==> config.mk <==
export PLATFORM = sky130hd
export DESIGN_NAME = hfab_bridge
export DESIGN_NICKNAME = d
export VERILOG_FILES = /design/src/rtl/hfab_pkg.sv /design/src/rtl/hfab_bridge.sv /design/src/rtl/hfab_window_decode.sv
export VERILOG_INCLUDE_DIRS = /design/src /design/src/rtl
export SDC_FILE = /design/constraint.sdc
export NUM_CORES = 1
export LEC_CHECK = 0
export BUFFER_PORTS_ARGS = -buffer_cell sky130_fd_sc_hd__buf_2
export CORE_ASPECT_RATIO = 0.7
export CORE_UTILIZATION = 40
export DETAILED_ROUTE_END_ITERATION = 7
export GPL_ROUTABILITY_DRIVEN = 0
export PLACE_DENSITY = 0.73
export SLEW_MARGIN = 5
export SYNTH_ARGS = -nofsm -noshare
export SYNTH_HDL_FRONTEND = slang
export SYNTH_HIERARCHICAL = 1
export SYNTH_SLANG_ARGS = --single-unit
==> constraint.sdc <==
create_clock -name mclk -period 5.5 [get_ports mclk]
set_input_delay 0.275 -clock mclk [delete_from_list [all_inputs] [get_ports mclk]]
set_output_delay 0.275 -clock mclk [all_outputs]
set_load 0.1 [all_outputs]
==> src/rtl/hfab_consts.svh <==
// Purpose: constants for the host flash address bridge
// Assumes: byte addresses on the register bus, 22-bit flash offsets (4 MB)
// Notes:   included by the bridge and window decoder design files, not by the package
`ifndef HFAB_CONSTS_SVH
`define HFAB_CONSTS_SVH

// register byte offsets
`define HFAB_OFS_CTRL_STATUS   8'h00
`define HFAB_OFS_SHM_CTRL      8'h04
`define HFAB_OFS_FLASH_SIZE    8'h08
`define HFAB_OFS_MAIN_ZONE     8'h0C
`define HFAB_OFS_SEC_ZONE      8'h10
`define HFAB_OFS_IND_ADDR0     8'h14
`define HFAB_OFS_IND_ADDR1     8'h18
`define HFAB_OFS_IND_ADDR2     8'h1C
`define HFAB_OFS_IND_ADDR3     8'h20
`define HFAB_OFS_RD_PROT       8'h24
`define HFAB_OFS_WR_PROT       8'h28

// control and status, then shared memory control bit positions
`define HFAB_BIT_HOST_WR_ALLOW 0
`define HFAB_BIT_HOST_RD_ERR   1
`define HFAB_BIT_HOST_WR_ERR   2
`define HFAB_BIT_HOST_BUSY     3
`define HFAB_BIT_LPC_EN        0
`define HFAB_BIT_FWH_EN        1
`define HFAB_BIT_BIOS_EXT_EN   2

// reset values
`define HFAB_RST_SHM_CTRL      8'h03
`define HFAB_RST_FLASH_SIZE    3'h5
`define HFAB_RST_ZONE          8'h00
`define HFAB_RST_RD_PROT       8'h00
`define HFAB_RST_WR_PROT       8'hFF

// host windows
`define HFAB_WIN386_BASE_HI    10'h3FF
`define HFAB_LEGACY_F_HI       16'h000F
`define HFAB_LEGACY_E_HI       16'h000E
`define HFAB_FULL_SIZE         23'h40_0000
`define HFAB_MIN_SIZE          23'h02_0000
`define HFAB_SIZE_SEL_MAX      3'h5
`define HFAB_WIN64K            23'h01_0000
`define HFAB_WIN128K           23'h02_0000
`define HFAB_PROT_BLK_MSB      21
`define HFAB_PROT_BLK_LSB      19

`endif

==> src/rtl/hfab_pkg.sv <==
// Purpose: types shared by the bridge, its checker, flash model and bench
// Assumes: hfab_consts.svh holds all numbers
// Notes:   nothing here is imported, callers write hfab_pkg::name
package hfab_pkg;

  // host cycle kinds; all but HFAB_KIND_NONE may reach the flash bus
  typedef enum logic [1:0] {
    HFAB_KIND_LPC_MEM  = 2'b00,
    HFAB_KIND_FWH      = 2'b01,
    HFAB_KIND_INDIRECT = 2'b10,
    HFAB_KIND_NONE     = 2'b11
  } hfab_kind_e;

  typedef enum logic [1:0] {
    HFAB_ST_IDLE  = 2'b00,
    HFAB_ST_HOST  = 2'b01,
    HFAB_ST_EC    = 2'b10,
    HFAB_ST_DONE  = 2'b11
  } hfab_state_e;

  typedef struct packed {
    hfab_kind_e  kind;
    logic        we;
    logic [31:0] addr;
    logic [7:0]  wdata;
  } hfab_host_req_s;

  typedef struct packed {
    logic [21:0] addr;
    logic        we;
    logic [7:0]  wdata;
  } hfab_flash_req_s;

  typedef struct packed {
    logic        done;
    logic        ignored;
    logic        forbidden;
    logic [7:0]  rdata;
  } hfab_host_rsp_s;

endpackage : hfab_pkg

==> src/rtl/hfab_bridge.sv <==
// Purpose: host to flash-bus bridge with register file on classic Wishbone
// Assumes: host cycle logic and flash-bus controller run on mclk
// Notes:   one flash transaction at a time, host and controller share the bus
//
// Function
// - only LPC memory, firmware-hub and indirect byte cycles reach the flash bus
// - a translated access goes to flash only if its region is unprotected
// - host writes are refused until firmware sets host_write_allow
// - FFC0_0000h to 4 GB top is the protected-mode BIOS window, 4 MB max
// - part of that window beyond the configured flash size is out of range
// - 64 KB at 000F_0000h legacy window, 64 KB at 000E_0000h extended
// - several host windows may alias the same flash bytes
// - some windows always mapped, others only while their enable is set
// - LPC memory and firmware-hub cycles accepted only while their enable is set
// - flash is reachable from both host and embedded controller, taking turns
// - extended legacy window served only while bios_extension_enable is set
// - indirect address is the four indirect address bytes, byte 3 on top
//
// The implementer's own choices: the register addresses and the Wishbone interface to the registers.
`timescale 1ns/1ps
`include "hfab_consts.svh"

module hfab_bridge (
  input  wire logic                     mclk,
  input  wire logic                     rst_n,
  // classic wishbone slave
  input  wire logic                     wb_cyc_i,
  input  wire logic                     wb_stb_i,
  input  wire logic                     wb_we_i,
  input  wire logic [7:0]               wb_adr_i,
  input  wire logic [3:0]               wb_sel_i,
  input  wire logic [31:0]              wb_dat_i,
  output logic      [31:0]              wb_dat_o,
  output logic                          wb_ack_o,
  // host cycle port
  input  wire logic                     host_valid,
  input  wire hfab_pkg::hfab_host_req_s host_req,
  output hfab_pkg::hfab_host_rsp_s      host_rsp,
  // embedded controller port, 64 KB code space at flash offset 0
  input  wire logic                     ec_valid,
  input  wire logic [15:0]              ec_addr,
  output logic                          ec_done,
  output logic      [7:0]               ec_rdata,
  // flash bus
  output logic                          flash_valid,
  output hfab_pkg::hfab_flash_req_s     flash_req,
  input  wire logic                     flash_ack,
  input  wire logic [7:0]               flash_rdata,
  // zone timing for the flash controller
  output logic      [7:0]               main_zone_cfg,
  output logic      [7:0]               secondary_zone_cfg
);

  // register state
  logic                    host_write_allow;
  logic                    host_rd_err;
  logic                    host_wr_err;
  logic [7:0]              shared_memory_control;
  logic [2:0]              flash_size_select;
  logic [7:0]              indirect_address_bytes [4];
  logic [7:0]              rd_prot;
  logic [7:0]              wr_prot;

  // bridge state
  hfab_pkg::hfab_state_e   state;
  hfab_pkg::hfab_host_req_s cur;
  logic [31:0]             eff_addr;
  logic                    win_hit;
  logic [21:0]             win_addr;
  logic                    path_en;
  logic                    prot_hit;
  logic                    accept_host;
  logic                    forbid;
  logic                    set_rd_err;
  logic                    set_wr_err;
  logic                    wb_req;
  logic                    wb_wr;
  logic [7:0]              wb_byte;

  // byte-lane 0 write helper
  function automatic logic lane0_write(input logic wr, input logic [7:0] adr,
                                       input logic [7:0] ofs);
    lane0_write = wr && (adr == ofs);
  endfunction : lane0_write

  // protection bit of a flash offset, one bit per 512 KB block
  function automatic logic prot_bit(input logic [7:0] mask, input logic [21:0] fa);
    prot_bit = mask[fa[`HFAB_PROT_BLK_MSB:`HFAB_PROT_BLK_LSB]];
  endfunction : prot_bit

  assign wb_req  = wb_cyc_i && wb_stb_i && !wb_ack_o;
  assign wb_wr   = wb_req && wb_we_i && wb_sel_i[0];
  assign wb_byte = wb_dat_i[7:0];

  // indirect cycles take the address from the register bytes
  assign eff_addr = (host_req.kind == hfab_pkg::HFAB_KIND_INDIRECT)
                  ? {indirect_address_bytes[3], indirect_address_bytes[2],
                     indirect_address_bytes[1], indirect_address_bytes[0]}
                  : host_req.addr;

  hfab_window_decode u_decode (
    .host_addr   (eff_addr),
    .size_sel    (flash_size_select),
    .bios_ext_en (shared_memory_control[`HFAB_BIT_BIOS_EXT_EN]),
    .hit         (win_hit),
    .flash_addr  (win_addr)
  );

  // path enable per cycle kind; indirect follows the LPC memory path
  always_comb begin
    path_en = 1'b0;
    unique case (host_req.kind)
      hfab_pkg::HFAB_KIND_LPC_MEM:
        path_en = shared_memory_control[`HFAB_BIT_LPC_EN];
      hfab_pkg::HFAB_KIND_FWH:
        path_en = shared_memory_control[`HFAB_BIT_FWH_EN];
      hfab_pkg::HFAB_KIND_INDIRECT:
        path_en = shared_memory_control[`HFAB_BIT_LPC_EN];
      hfab_pkg::HFAB_KIND_NONE:
        path_en = 1'b0;
    endcase
  end

  // forbidden when the block is protected or writes are not yet allowed
  assign prot_hit = host_req.we ? prot_bit(wr_prot, win_addr)
                                : prot_bit(rd_prot, win_addr);
  assign forbid   = prot_hit || (host_req.we && !host_write_allow);
  assign accept_host = (state == hfab_pkg::HFAB_ST_IDLE) && host_valid;

  assign set_rd_err = accept_host && path_en && win_hit && forbid && !host_req.we;
  assign set_wr_err = accept_host && path_en && win_hit && forbid && host_req.we;

  // sequencer: host has priority when both ask in the same idle cycle
  always_ff @(posedge mclk or negedge rst_n) begin
    if (!rst_n) begin
      state <= hfab_pkg::HFAB_ST_IDLE;
    end else begin
      unique case (state)
        hfab_pkg::HFAB_ST_IDLE: begin
          if (host_valid) begin
            if (path_en && win_hit && !forbid) begin
              state <= hfab_pkg::HFAB_ST_HOST;
            end else begin
              state <= hfab_pkg::HFAB_ST_DONE;
            end
          end else if (ec_valid) begin
            state <= hfab_pkg::HFAB_ST_EC;
          end
        end
        hfab_pkg::HFAB_ST_HOST: begin
          if (flash_ack) begin
            state <= hfab_pkg::HFAB_ST_DONE;
          end
        end
        hfab_pkg::HFAB_ST_EC: begin
          if (flash_ack) begin
            state <= hfab_pkg::HFAB_ST_DONE;
          end
        end
        hfab_pkg::HFAB_ST_DONE: begin
          // gap so a held request is not taken twice after done
          state <= hfab_pkg::HFAB_ST_IDLE;
        end
      endcase
    end
  end

  // latch the flash request; held stable until flash_ack
  always_ff @(posedge mclk or negedge rst_n) begin
    if (!rst_n) begin
      flash_valid <= 1'b0;
      flash_req   <= '0;
      cur         <= '0;
    end else begin
      if (accept_host) begin
        cur <= host_req;
      end
      if (accept_host && path_en && win_hit && !forbid) begin
        flash_valid     <= 1'b1;
        flash_req.addr  <= win_addr;
        flash_req.we    <= host_req.we;
        flash_req.wdata <= host_req.wdata;
      end else if ((state == hfab_pkg::HFAB_ST_IDLE) && !host_valid && ec_valid) begin
        flash_valid     <= 1'b1;
        flash_req.addr  <= {6'h00, ec_addr};
        flash_req.we    <= 1'b0;
        flash_req.wdata <= 8'h00;
      end else if (flash_ack) begin
        flash_valid <= 1'b0;
      end
    end
  end

  // host answer: one-cycle done pulse with its outcome and read data
  always_ff @(posedge mclk or negedge rst_n) begin
    if (!rst_n) begin
      host_rsp <= '0;
    end else begin
      host_rsp.done      <= 1'b0;
      host_rsp.ignored   <= 1'b0;
      host_rsp.forbidden <= 1'b0;
      if (accept_host && !(path_en && win_hit)) begin
        host_rsp.done    <= 1'b1;
        host_rsp.ignored <= 1'b1;
        host_rsp.rdata   <= 8'h00;
      end else if (accept_host && forbid) begin
        host_rsp.done      <= 1'b1;
        host_rsp.forbidden <= 1'b1;
        host_rsp.rdata     <= 8'h00;
      end else if ((state == hfab_pkg::HFAB_ST_HOST) && flash_ack) begin
        host_rsp.done  <= 1'b1;
        host_rsp.rdata <= cur.we ? 8'h00 : flash_rdata;
      end
    end
  end

  // controller answer
  always_ff @(posedge mclk or negedge rst_n) begin
    if (!rst_n) begin
      ec_done  <= 1'b0;
      ec_rdata <= 8'h00;
    end else begin
      ec_done <= (state == hfab_pkg::HFAB_ST_EC) && flash_ack;
      if ((state == hfab_pkg::HFAB_ST_EC) && flash_ack) begin
        ec_rdata <= flash_rdata;
      end
    end
  end

  // control and status; a new error beats a same-cycle write-one clear
  always_ff @(posedge mclk or negedge rst_n) begin
    if (!rst_n) begin
      host_write_allow <= 1'b0;
      host_rd_err      <= 1'b0;
      host_wr_err      <= 1'b0;
    end else begin
      if (lane0_write(wb_wr, wb_adr_i, `HFAB_OFS_CTRL_STATUS)) begin
        host_write_allow <= wb_byte[`HFAB_BIT_HOST_WR_ALLOW];
      end
      if (set_rd_err) begin
        host_rd_err <= 1'b1;
      end else if (lane0_write(wb_wr, wb_adr_i, `HFAB_OFS_CTRL_STATUS)
                   && wb_byte[`HFAB_BIT_HOST_RD_ERR]) begin
        host_rd_err <= 1'b0;
      end
      if (set_wr_err) begin
        host_wr_err <= 1'b1;
      end else if (lane0_write(wb_wr, wb_adr_i, `HFAB_OFS_CTRL_STATUS)
                   && wb_byte[`HFAB_BIT_HOST_WR_ERR]) begin
        host_wr_err <= 1'b0;
      end
    end
  end

  // mapping and zone configuration
  always_ff @(posedge mclk or negedge rst_n) begin
    if (!rst_n) begin
      shared_memory_control <= `HFAB_RST_SHM_CTRL;
      flash_size_select     <= `HFAB_RST_FLASH_SIZE;
      main_zone_cfg         <= `HFAB_RST_ZONE;
      secondary_zone_cfg    <= `HFAB_RST_ZONE;
    end else begin
      if (lane0_write(wb_wr, wb_adr_i, `HFAB_OFS_SHM_CTRL)) begin
        shared_memory_control <= wb_byte;
      end
      if (lane0_write(wb_wr, wb_adr_i, `HFAB_OFS_FLASH_SIZE)) begin
        flash_size_select <= wb_byte[2:0];
      end
      // firmware is expected to load the fast zone settings here
      if (lane0_write(wb_wr, wb_adr_i, `HFAB_OFS_MAIN_ZONE)) begin
        main_zone_cfg <= wb_byte;
      end
      if (lane0_write(wb_wr, wb_adr_i, `HFAB_OFS_SEC_ZONE)) begin
        secondary_zone_cfg <= wb_byte;
      end
    end
  end

  // indirect address bytes and protection masks
  always_ff @(posedge mclk or negedge rst_n) begin
    if (!rst_n) begin
      indirect_address_bytes[0] <= 8'h00;
      indirect_address_bytes[1] <= 8'h00;
      indirect_address_bytes[2] <= 8'h00;
      indirect_address_bytes[3] <= 8'h00;
      rd_prot                   <= `HFAB_RST_RD_PROT;
      wr_prot                   <= `HFAB_RST_WR_PROT;
    end else begin
      if (lane0_write(wb_wr, wb_adr_i, `HFAB_OFS_IND_ADDR0)) begin
        indirect_address_bytes[0] <= wb_byte;
      end
      if (lane0_write(wb_wr, wb_adr_i, `HFAB_OFS_IND_ADDR1)) begin
        indirect_address_bytes[1] <= wb_byte;
      end
      if (lane0_write(wb_wr, wb_adr_i, `HFAB_OFS_IND_ADDR2)) begin
        indirect_address_bytes[2] <= wb_byte;
      end
      if (lane0_write(wb_wr, wb_adr_i, `HFAB_OFS_IND_ADDR3)) begin
        indirect_address_bytes[3] <= wb_byte;
      end
      if (lane0_write(wb_wr, wb_adr_i, `HFAB_OFS_RD_PROT)) begin
        rd_prot <= wb_byte;
      end
      if (lane0_write(wb_wr, wb_adr_i, `HFAB_OFS_WR_PROT)) begin
        wr_prot <= wb_byte;
      end
    end
  end

  // bus answer: ack one cycle after the strobe, read data from the same edge
  always_ff @(posedge mclk or negedge rst_n) begin
    if (!rst_n) begin
      wb_ack_o <= 1'b0;
      wb_dat_o <= 32'h0000_0000;
    end else begin
      wb_ack_o <= wb_req;
      if (wb_req && !wb_we_i) begin
        unique case (wb_adr_i)
          `HFAB_OFS_CTRL_STATUS: wb_dat_o <= {28'h000_0000,
                                              state != hfab_pkg::HFAB_ST_IDLE,
                                              host_wr_err, host_rd_err,
                                              host_write_allow};
          `HFAB_OFS_SHM_CTRL:    wb_dat_o <= {24'h00_0000, shared_memory_control};
          `HFAB_OFS_FLASH_SIZE:  wb_dat_o <= {29'h0000_0000, flash_size_select};
          `HFAB_OFS_MAIN_ZONE:   wb_dat_o <= {24'h00_0000, main_zone_cfg};
          `HFAB_OFS_SEC_ZONE:    wb_dat_o <= {24'h00_0000, secondary_zone_cfg};
          `HFAB_OFS_IND_ADDR0:   wb_dat_o <= {24'h00_0000, indirect_address_bytes[0]};
          `HFAB_OFS_IND_ADDR1:   wb_dat_o <= {24'h00_0000, indirect_address_bytes[1]};
          `HFAB_OFS_IND_ADDR2:   wb_dat_o <= {24'h00_0000, indirect_address_bytes[2]};
          `HFAB_OFS_IND_ADDR3:   wb_dat_o <= {24'h00_0000, indirect_address_bytes[3]};
          `HFAB_OFS_RD_PROT:     wb_dat_o <= {24'h00_0000, rd_prot};
          `HFAB_OFS_WR_PROT:     wb_dat_o <= {24'h00_0000, wr_prot};
          default:               wb_dat_o <= 32'h0000_0000; // unmapped reads zero
        endcase
      end
    end
  end

endmodule : hfab_bridge

==> src/rtl/hfab_window_decode.sv <==
// Purpose: decode a host address into a window and a flash offset
// Assumes: BIOS windows sit at the top of the flash
// Notes:   purely combinational, used once per host request
`timescale 1ns/1ps
`include "hfab_consts.svh"

module hfab_window_decode (
  input  wire logic [31:0] host_addr,
  input  wire logic [2:0]  size_sel,
  input  wire logic        bios_ext_en,
  output logic             hit,
  output logic [21:0]      flash_addr
);

  logic [2:0]  sel_cap;
  logic [22:0] flash_size;
  logic [22:0] gap;
  logic [22:0] off386;
  logic        in386;
  logic        in_f;
  logic        in_e;

  // size in bytes; larger codes clamp to the full 4 MB window
  assign sel_cap    = (size_sel > `HFAB_SIZE_SEL_MAX) ? `HFAB_SIZE_SEL_MAX : size_sel;
  assign flash_size = `HFAB_MIN_SIZE << sel_cap;
  assign gap        = `HFAB_FULL_SIZE - flash_size;
  assign off386     = {1'b0, host_addr[21:0]};

  // protected-mode window below 4 GB, lower part out of range on small parts
  assign in386 = (host_addr[31:22] == `HFAB_WIN386_BASE_HI) && (off386 >= gap);
  assign in_f  = (host_addr[31:16] == `HFAB_LEGACY_F_HI);
  assign in_e  = (host_addr[31:16] == `HFAB_LEGACY_E_HI) && bios_ext_en;

  // the 386 and F windows end at the flash top and E sits just below F, so windows alias
  always_comb begin
    hit        = 1'b0;
    flash_addr = '0;
    if (in386) begin
      hit        = 1'b1;
      flash_addr = 22'(off386 - gap);
    end else if (in_f) begin
      hit        = 1'b1;
      flash_addr = 22'(flash_size - `HFAB_WIN64K + {7'h00, host_addr[15:0]});
    end else if (in_e) begin
      hit        = 1'b1;
      flash_addr = 22'(flash_size - `HFAB_WIN128K + {7'h00, host_addr[15:0]});
    end
  end

endmodule : hfab_window_decode

Yosys cells after proc, flatten, opt, wreduce, memory -nomap -nowiden --
Cells that the tools add are included.
Storage, ports and cells: memories 0, bits in latches 0, bits in writable memories 0, memory bits (read-only) 0, word-level logic and storage cells 153, flip-flop bits (word level) 166, input port bits 119, output and inout bits 101
Cells by class: order comparisons 3, reductions and logical operators 56, eq/ne operators 21, $add $sub $neg 6, bitwise gates (word level) 0, shift-type cells 1, $mul 0, divide/modulo/power cells 0, multiplexer cells 39
Operators by type and width (number):
- $pmux 8 s11 | 1
- $mux 22 | 3
- $mux 31 | 2
- $add 22x16->22 | 2
- $logic_and 1x1->1 | 36
- $eq 16x4->1 const B | 2
- $eq 8x5->1 const B | 4
- $mux 32 | 1
- $mux 8 | 4
- $eq 8x6->1 const B | 3
- $ge 22x23->1 | 1
- $shl 18x3->23 const A | 1
- $sub 23x23->23 const A | 1
- $sub 22x17->22 const B | 1
- $sub 22x18->22 const B | 1
- $sub 22x22->22 | 1
- $mux 1 | 19
- $eq 8x4->1 const B | 2
- $eq 10x10->1 const B | 1
- $eq 2x2->1 const B | 4
- $eq 8x3->1 const B | 1
- $logic_not 8->1 | 1
- $mux 2 | 4
- $reduce_bool 2->1 | 4
- 15 further kinds | 26

Depth between registers and ports, before layout --
depth in word-level cells 17, depth in mapped cells 18, depth with buffers taken out 15

Hierarchy --
The synthesis kept the hierarchy.
Modules (own cells, without submodules):
- hfab_bridge | area each 7616.1 sq um, cells each 626, sequential area each 3568.4 sq um, instances 1
- hfab_window_decode | area each 560.5 sq um, cells each 70, sequential area each 0.0 sq um, instances 1

Worst setup path after synthesis --
No wires, ideal clock.
path type in2reg, from input host_req[41] in the netlist's numbering, to register flash_req[10] in the netlist's numbering, library setup time 0.125 ns, stages 17, path slack 1.337 ns, arrival time 4.037 ns, path buffers 5, required time 5.375 ns, cells stage by stage nand2b_1 clkbuf_1 buf_1 mux2_2 ha_1 o21a_2 o2111ai_1 a2111o_1 buf_6 o22ai_1 buf_6 mux2i_1 mux4_2 o2bb2ai_2 nand2_4 buf_12 mux2_4
On the way: longest elaborated chain between the ends 14, elaborated cells on any way between the ends 34, classes of those cells add/sub: 3; order compare: 1; eq/ne: 6; mux: 14; reduce/logical: 10
RTL lines:
- start: declaration | line hfab_bridge.sv:37 | input wire hfab_pkg::hfab_host_req_s host_req,
- $eq 2x2->1 * | line hfab_bridge.sv:96 | assign eff_addr = (host_req.kind == hfab_pkg::HFAB_KIND_INDIRECT)
- $mux 32 * | line hfab_bridge.sv:97 | ? {indirect_address_bytes[3], indirect_address_bytes[2],
- named net eff_addr[17] | line hfab_bridge.sv:67 | logic [31:0] eff_addr;
- parallel branches: the longest is 4 deep, another holds $ge 22x23->1
- $mux 22 * | line hfab_window_decode.sv:38 | if (in386) begin
- named net win_addr[20] | line hfab_bridge.sv:69 | logic [21:0] win_addr;
- $bmux 1 s3 | line hfab_bridge.sv:88 | prot_bit = mask[fa[`HFAB_PROT_BLK_MSB:`HFAB_PROT_BLK_LSB]];
- $mux 1 | line hfab_bridge.sv:88
- $mux 1 * | line hfab_bridge.sv:125 | assign prot_hit = host_req.we ? prot_bit(wr_prot, win_addr)
- $logic_or 1x1->1 * | line hfab_bridge.sv:127 | assign forbid = prot_hit || (host_req.we && !host_write_allow);
- $logic_not 1->1 * | line hfab_bridge.sv:178 | if (accept_host && path_en && win_hit && !forbid) begin
- $logic_and 1x1->1 * | line hfab_bridge.sv:178
- $mux 31 or $reduce_bool 2->1 (tied branches)
- end: declaration | line hfab_bridge.sv:46 | output hfab_pkg::hfab_flash_req_s flash_req,
Mark *: on every way through the listed nets, which the timed path passes. The select of a mux whose other input is x is not followed. A chain may end at the register's enable or synchronous reset.

Worst setup path in the final report --
from register flash_size_select[1], to register flash_req[9] in the netlist's numbering
On the way: longest elaborated chain between the ends 15, elaborated cells on any way between the ends 26, classes of those cells add/sub: 6; order compare: 2; shift: 1; mux: 11; reduce/logical: 6
RTL lines:
- start: declaration | line hfab_bridge.sv:59 | logic [2:0] flash_size_select;
- start signal: assignment | line hfab_bridge.sv:259 | flash_size_select <= `HFAB_RST_FLASH_SIZE;
- start signal: assignment | line hfab_bridge.sv:267 | flash_size_select <= wb_byte[2:0];
- $gt 3x3->1 (no line)
- $mux 3 * | line hfab_window_decode.sv:24 | assign sel_cap = (size_sel > `HFAB_SIZE_SEL_MAX) ? `HFAB_SIZE_SEL_MAX : size_sel;
- $shl 18x3->23 (no line) *
- $sub 22x18->22 (no line)
- $add 22x16->22 | line hfab_window_decode.sv:46 | flash_addr = 22'(flash_size - `HFAB_WIN128K + {7'h00, host_addr[15:0]});
- $mux 22 | line hfab_window_decode.sv:44 | end else if (in_e) begin
- $mux 22 | line hfab_window_decode.sv:41 | end else if (in_f) begin
- $mux 22 * | line hfab_window_decode.sv:38
- named net win_addr[19] | line hfab_bridge.sv:69
- $bmux 1 s3 | line hfab_bridge.sv:88
- $mux 1 | line hfab_bridge.sv:88
- $mux 1 * | line hfab_bridge.sv:125
- $logic_or 1x1->1 * | line hfab_bridge.sv:127
- $logic_not 1->1 * | line hfab_bridge.sv:178
- $logic_and 1x1->1 * | line hfab_bridge.sv:178
- $mux 31 or $reduce_bool 2->1 (tied branches)
The timed path passes the listed nets; every way through them passes the cells marked *. The select of a mux whose other input is x is not followed.

==> results.txt <==
- The run finished with clean final reports.
- The die is 172.9 µm wide.
- By count the netlist is led by mux2_2, dfrtp_1, nand2_1.
* Number of enable-type register cells in the synthesized netlist: 0
- By area the synthesized netlist is led by dfrtp_1, mux2_2, dfstp_2.
- Largest fanout of any net on the critical path: 31
- In the final routed layout, each cell accounts on average for between 15 and 20 µm.
- Final hold vios: 0
- Mean cell area of the mapped netlist: roughly 12 µm²
- VDD sags by at most around 0.00019 V.
- Skew-Pair Late Insertion Delay: around 420 ps
- Static timing analysis puts the maximum clock frequency at 201.6 MHz.
* Violation count after the first detailed-routing iteration: 502
* Min Clock Period, post-route: between 4000 and 5000 ps
- CTS root buf: clkbuf_16
- Die area: about 21000 µm²
- Compared with the post-synthesis result, the final layout area differs by 19.04%.
- Once the clock tree was built, the resizer swapped 0 gates to a different size.
* HPWL after detailed placement: ~16 mm
* Setup skew after layout: roughly 12 ps
- The worst setup path is of the flip-flop to flip-flop kind.
* Asr flop ratio synth: 1.000
* Antenna violations before repair: 1
- Final count of pins violating max slew: 0
- The clock passes through at most 2 buffers.
- In the final layout, the share of cells above drive strength 1 is 0.4747.
* Leakage component of the power: 0.004861 µW
- Wire length of the first global-routing pass: roughly 34 mm
- Postcts setup bufs: 0
- Worst endpoint data arrival time: ~5300 ps
- In this run the vertical extent of the chip is between 100 and 150 µm.
- Number of maximum-capacitance violations: 0
- Entering global routing, the biggest net connects 92 pins.
- Clock-pin slew was measured on the worst setup and hold paths at 60 ps.
- mux2_2 is the most common cell in the netlist.
* Area used by multi-input combinational logic: approximately 4200 µm²
* Sequential cell area: roughly 3600 µm²
- For this run, the share of the core covered by cells in the final layout is 0.4889.
- Synthesis-stage register bit count: ~140
* Cell area after technology mapping: 8177 µm²
* Core area: approximately 20000 µm²
- Final period utilization: 0.9017
* Num ports: 220
- Number of distinct library cells after synthesis: 74
- The H-tree was split into 4 levels.
- Setup Slack @ Placement: 657.0 ps
* Crit path required time: 5810 ps
- Number of fillers in the final layout: 1815
- The initialized floorplan defines 43 standard-cell rows.
- Vias in the first global route: around 6k
- Wires add up to around 22 mm.
- Headroom to the max-slew limit: 0.3685
* Starting density of the core: 0.4107
- Number of buffers inserted by hold repair at cts: 1
* Clock Sinks: roughly 140
- In the routed design, unresolved DRC markers number 0.
- Across all layers, the routed design uses slightly above 6k vias.
- After detailed routing, the number of vias per cell comes to 5.368.
- CTS tree: built
* Sequential cell area fraction in the yosys report: 0.4364
- Worst min-delay path class: primary input to flip-flop
- The first TritonRoute pass finished after 7 iterations.
* Setup repair after global routing missed its margin: no
- The share of synthesized area in the top cell type comes to 0.3979.
* Final worst slack: between 500 and 600 ps
- Antenna Nets Post-Route: 0
- Cell count after synthesis: just under 700
- Clock tree synthesis inserted a total of 17 buffers.
* Sort of element at the end of the critical path: flip-flop
- Number of buffer cells added on primary ports: between 150 and 200
- For the pin with the worst max-slew slack, the measured transition is roughly 930 ps.
* Most used DFF post-synth: dfrtp_1
- Setup violations remaining at the end of the flow were counted as 0.
* Sum Neg Setup Slack: 0 ps
* Power density cells: between 400 and 500 nW/µm²
- Summed over all layers, the global routing overflow is 0.
- For this run, the number of Yosys warnings is 6.
- In the global route stage, overall resource usage came out at 0.2165.
- Top cell type by total area after synthesis: dfrtp_1
- Count of nets after finishing: slightly below 1k
- STA classifies the critical path startpoint as a flip-flop.
[sequential cells by signal (all words and copies together) (netlist names)]
name	flops
host_rsp	11
secondary_zone_cfg	8
flash_size_select	3
ec_rdata	8
main_zone_cfg	8
ec_done	1
shared_memory_control	8
wb_dat_o	8
state	2
cur	1
flash_valid	1
host_rd_err	1
rd_prot	8
host_write_allow	1
host_wr_err	1
flash_req	31
indirect_address_bytes	32
wb_ack_o	1
wr_prot	8
[per-stage QoR]
step | cells | area (µm²) | hold slack, ps | power [µW]
2_1_floorplan | 719 | 8263 | -20.59 | 2564
3_3_place_gp | 1105 | 9117 | 409.7 | 2799
3_5_place_dp | 1105 | 9117 | 418.3 | 2827
4_1_cts | 1138 | 9728 | 62.27 | 4002
5_1_grt | 1138 | 9728 | 71.60 | 4130
6_report | 1140 | 9733 | 77.67 | 3971
[cells by family (layout without fill, tap and decap cells)]
kind of cell / Yosys count / after routing / share of synthesized area
other cells: 1 / 26 / 0.0004586
xor+xnor: 4 / 4 / 0.004284
flops: 142 / 142 / 0.4364
compound gates: 103 / 103 / 0.09503
mux: 188 / 188 / 0.2638
buf+inv: 84 / 233 / 0.05922
simple gates: 164 / 164 / 0.1255
fa+ha+maj: 10 / 10 / 0.01530
[where the power goes]
| group | switching (µW) | total [µW] | internal, µW |
|---|---|---|---|
| Combinational | 1210 | 1560 | 346 |
| Sequential | 68.5 | 1250 | 1180 |
| Clock | 446 | 1170 | 719 |
[metal layers]
layer / global-route usage / part of all wire / vias to the layer above
met3: 0.06461 / 0.093 / 22
met1: 0.3191 / 0.47 / 3009
met5: 0 / 0 / -
li1: - / - / 2802
met2: 0.3087 / 0.42 / 286
met4: 0.05199 / 0.012 / 0
[layout by cell type (no fill, tap or decap), types with 17 or more instances in the layout]
master	count
nand2_1	48
conb_1	24
mux2_2	140
o21ai_0	17
a21oi_1	17
mux2i_1	31
buf_2	167
dfrtp_1	130
clkbuf_16	17
nor2_1	26
inv_1	24
[area by class of cell]
cell class	count	share of cell area
Timing Repair Buffer	177	0.09423
Clock buffer	24	0.05052
Inverter	24	0.009256
Sequential cell	142	0.3666
Clock inverter	8	0.01118
Multi-Input combinational cell	493	0.4330
Tap cell	270	0.03471
Antenna cell	2	0.0005142
[final timing paths]
| path | end | slack, ps | cells after the start | start |
|---|---|---|---|---|
| max in group asynchronous | indirect_address_bytes[6]$_DFFE_PN0P_ | 3780 | 3 | rst_n |
| min in group asynchronous | ec_done$_DFF_PN0_ | 500 | 2 | rst_n |
| worst min register to register | host_rd_err$_DFFE_PN0P_ | 480 | 1 | host_rd_err$_DFFE_PN0P_ |
| worst max-delay path | flash_req[9]$_DFFE_PN0P_ | 540 | 14 | flash_size_select[1]$_DFFE_PN0P_ |
| worst min-delay path | flash_req[4]$_DFFE_PN0P_ | 80 | 3 | host_req[4] |
| worst max register to register | flash_req[9]$_DFFE_PN0P_ | 540 | 14 | flash_size_select[1]$_DFFE_PN0P_ |
[critical path, cell delays in order (launching register included)]
cell,delay (ps)
dfrtp_1,440
nor3_1,320
inv_1,120
ha_1,200
xor2_1,240
inv_1,90
ha_1,360
o2111ai_1,140
a2111o_1,550
o22ai_1,540
inv_1,230
mux4_2,560
o2bb2ai_2,200
nand2_4,450
mux2_2,390
(Power assumes the default switching activity.)
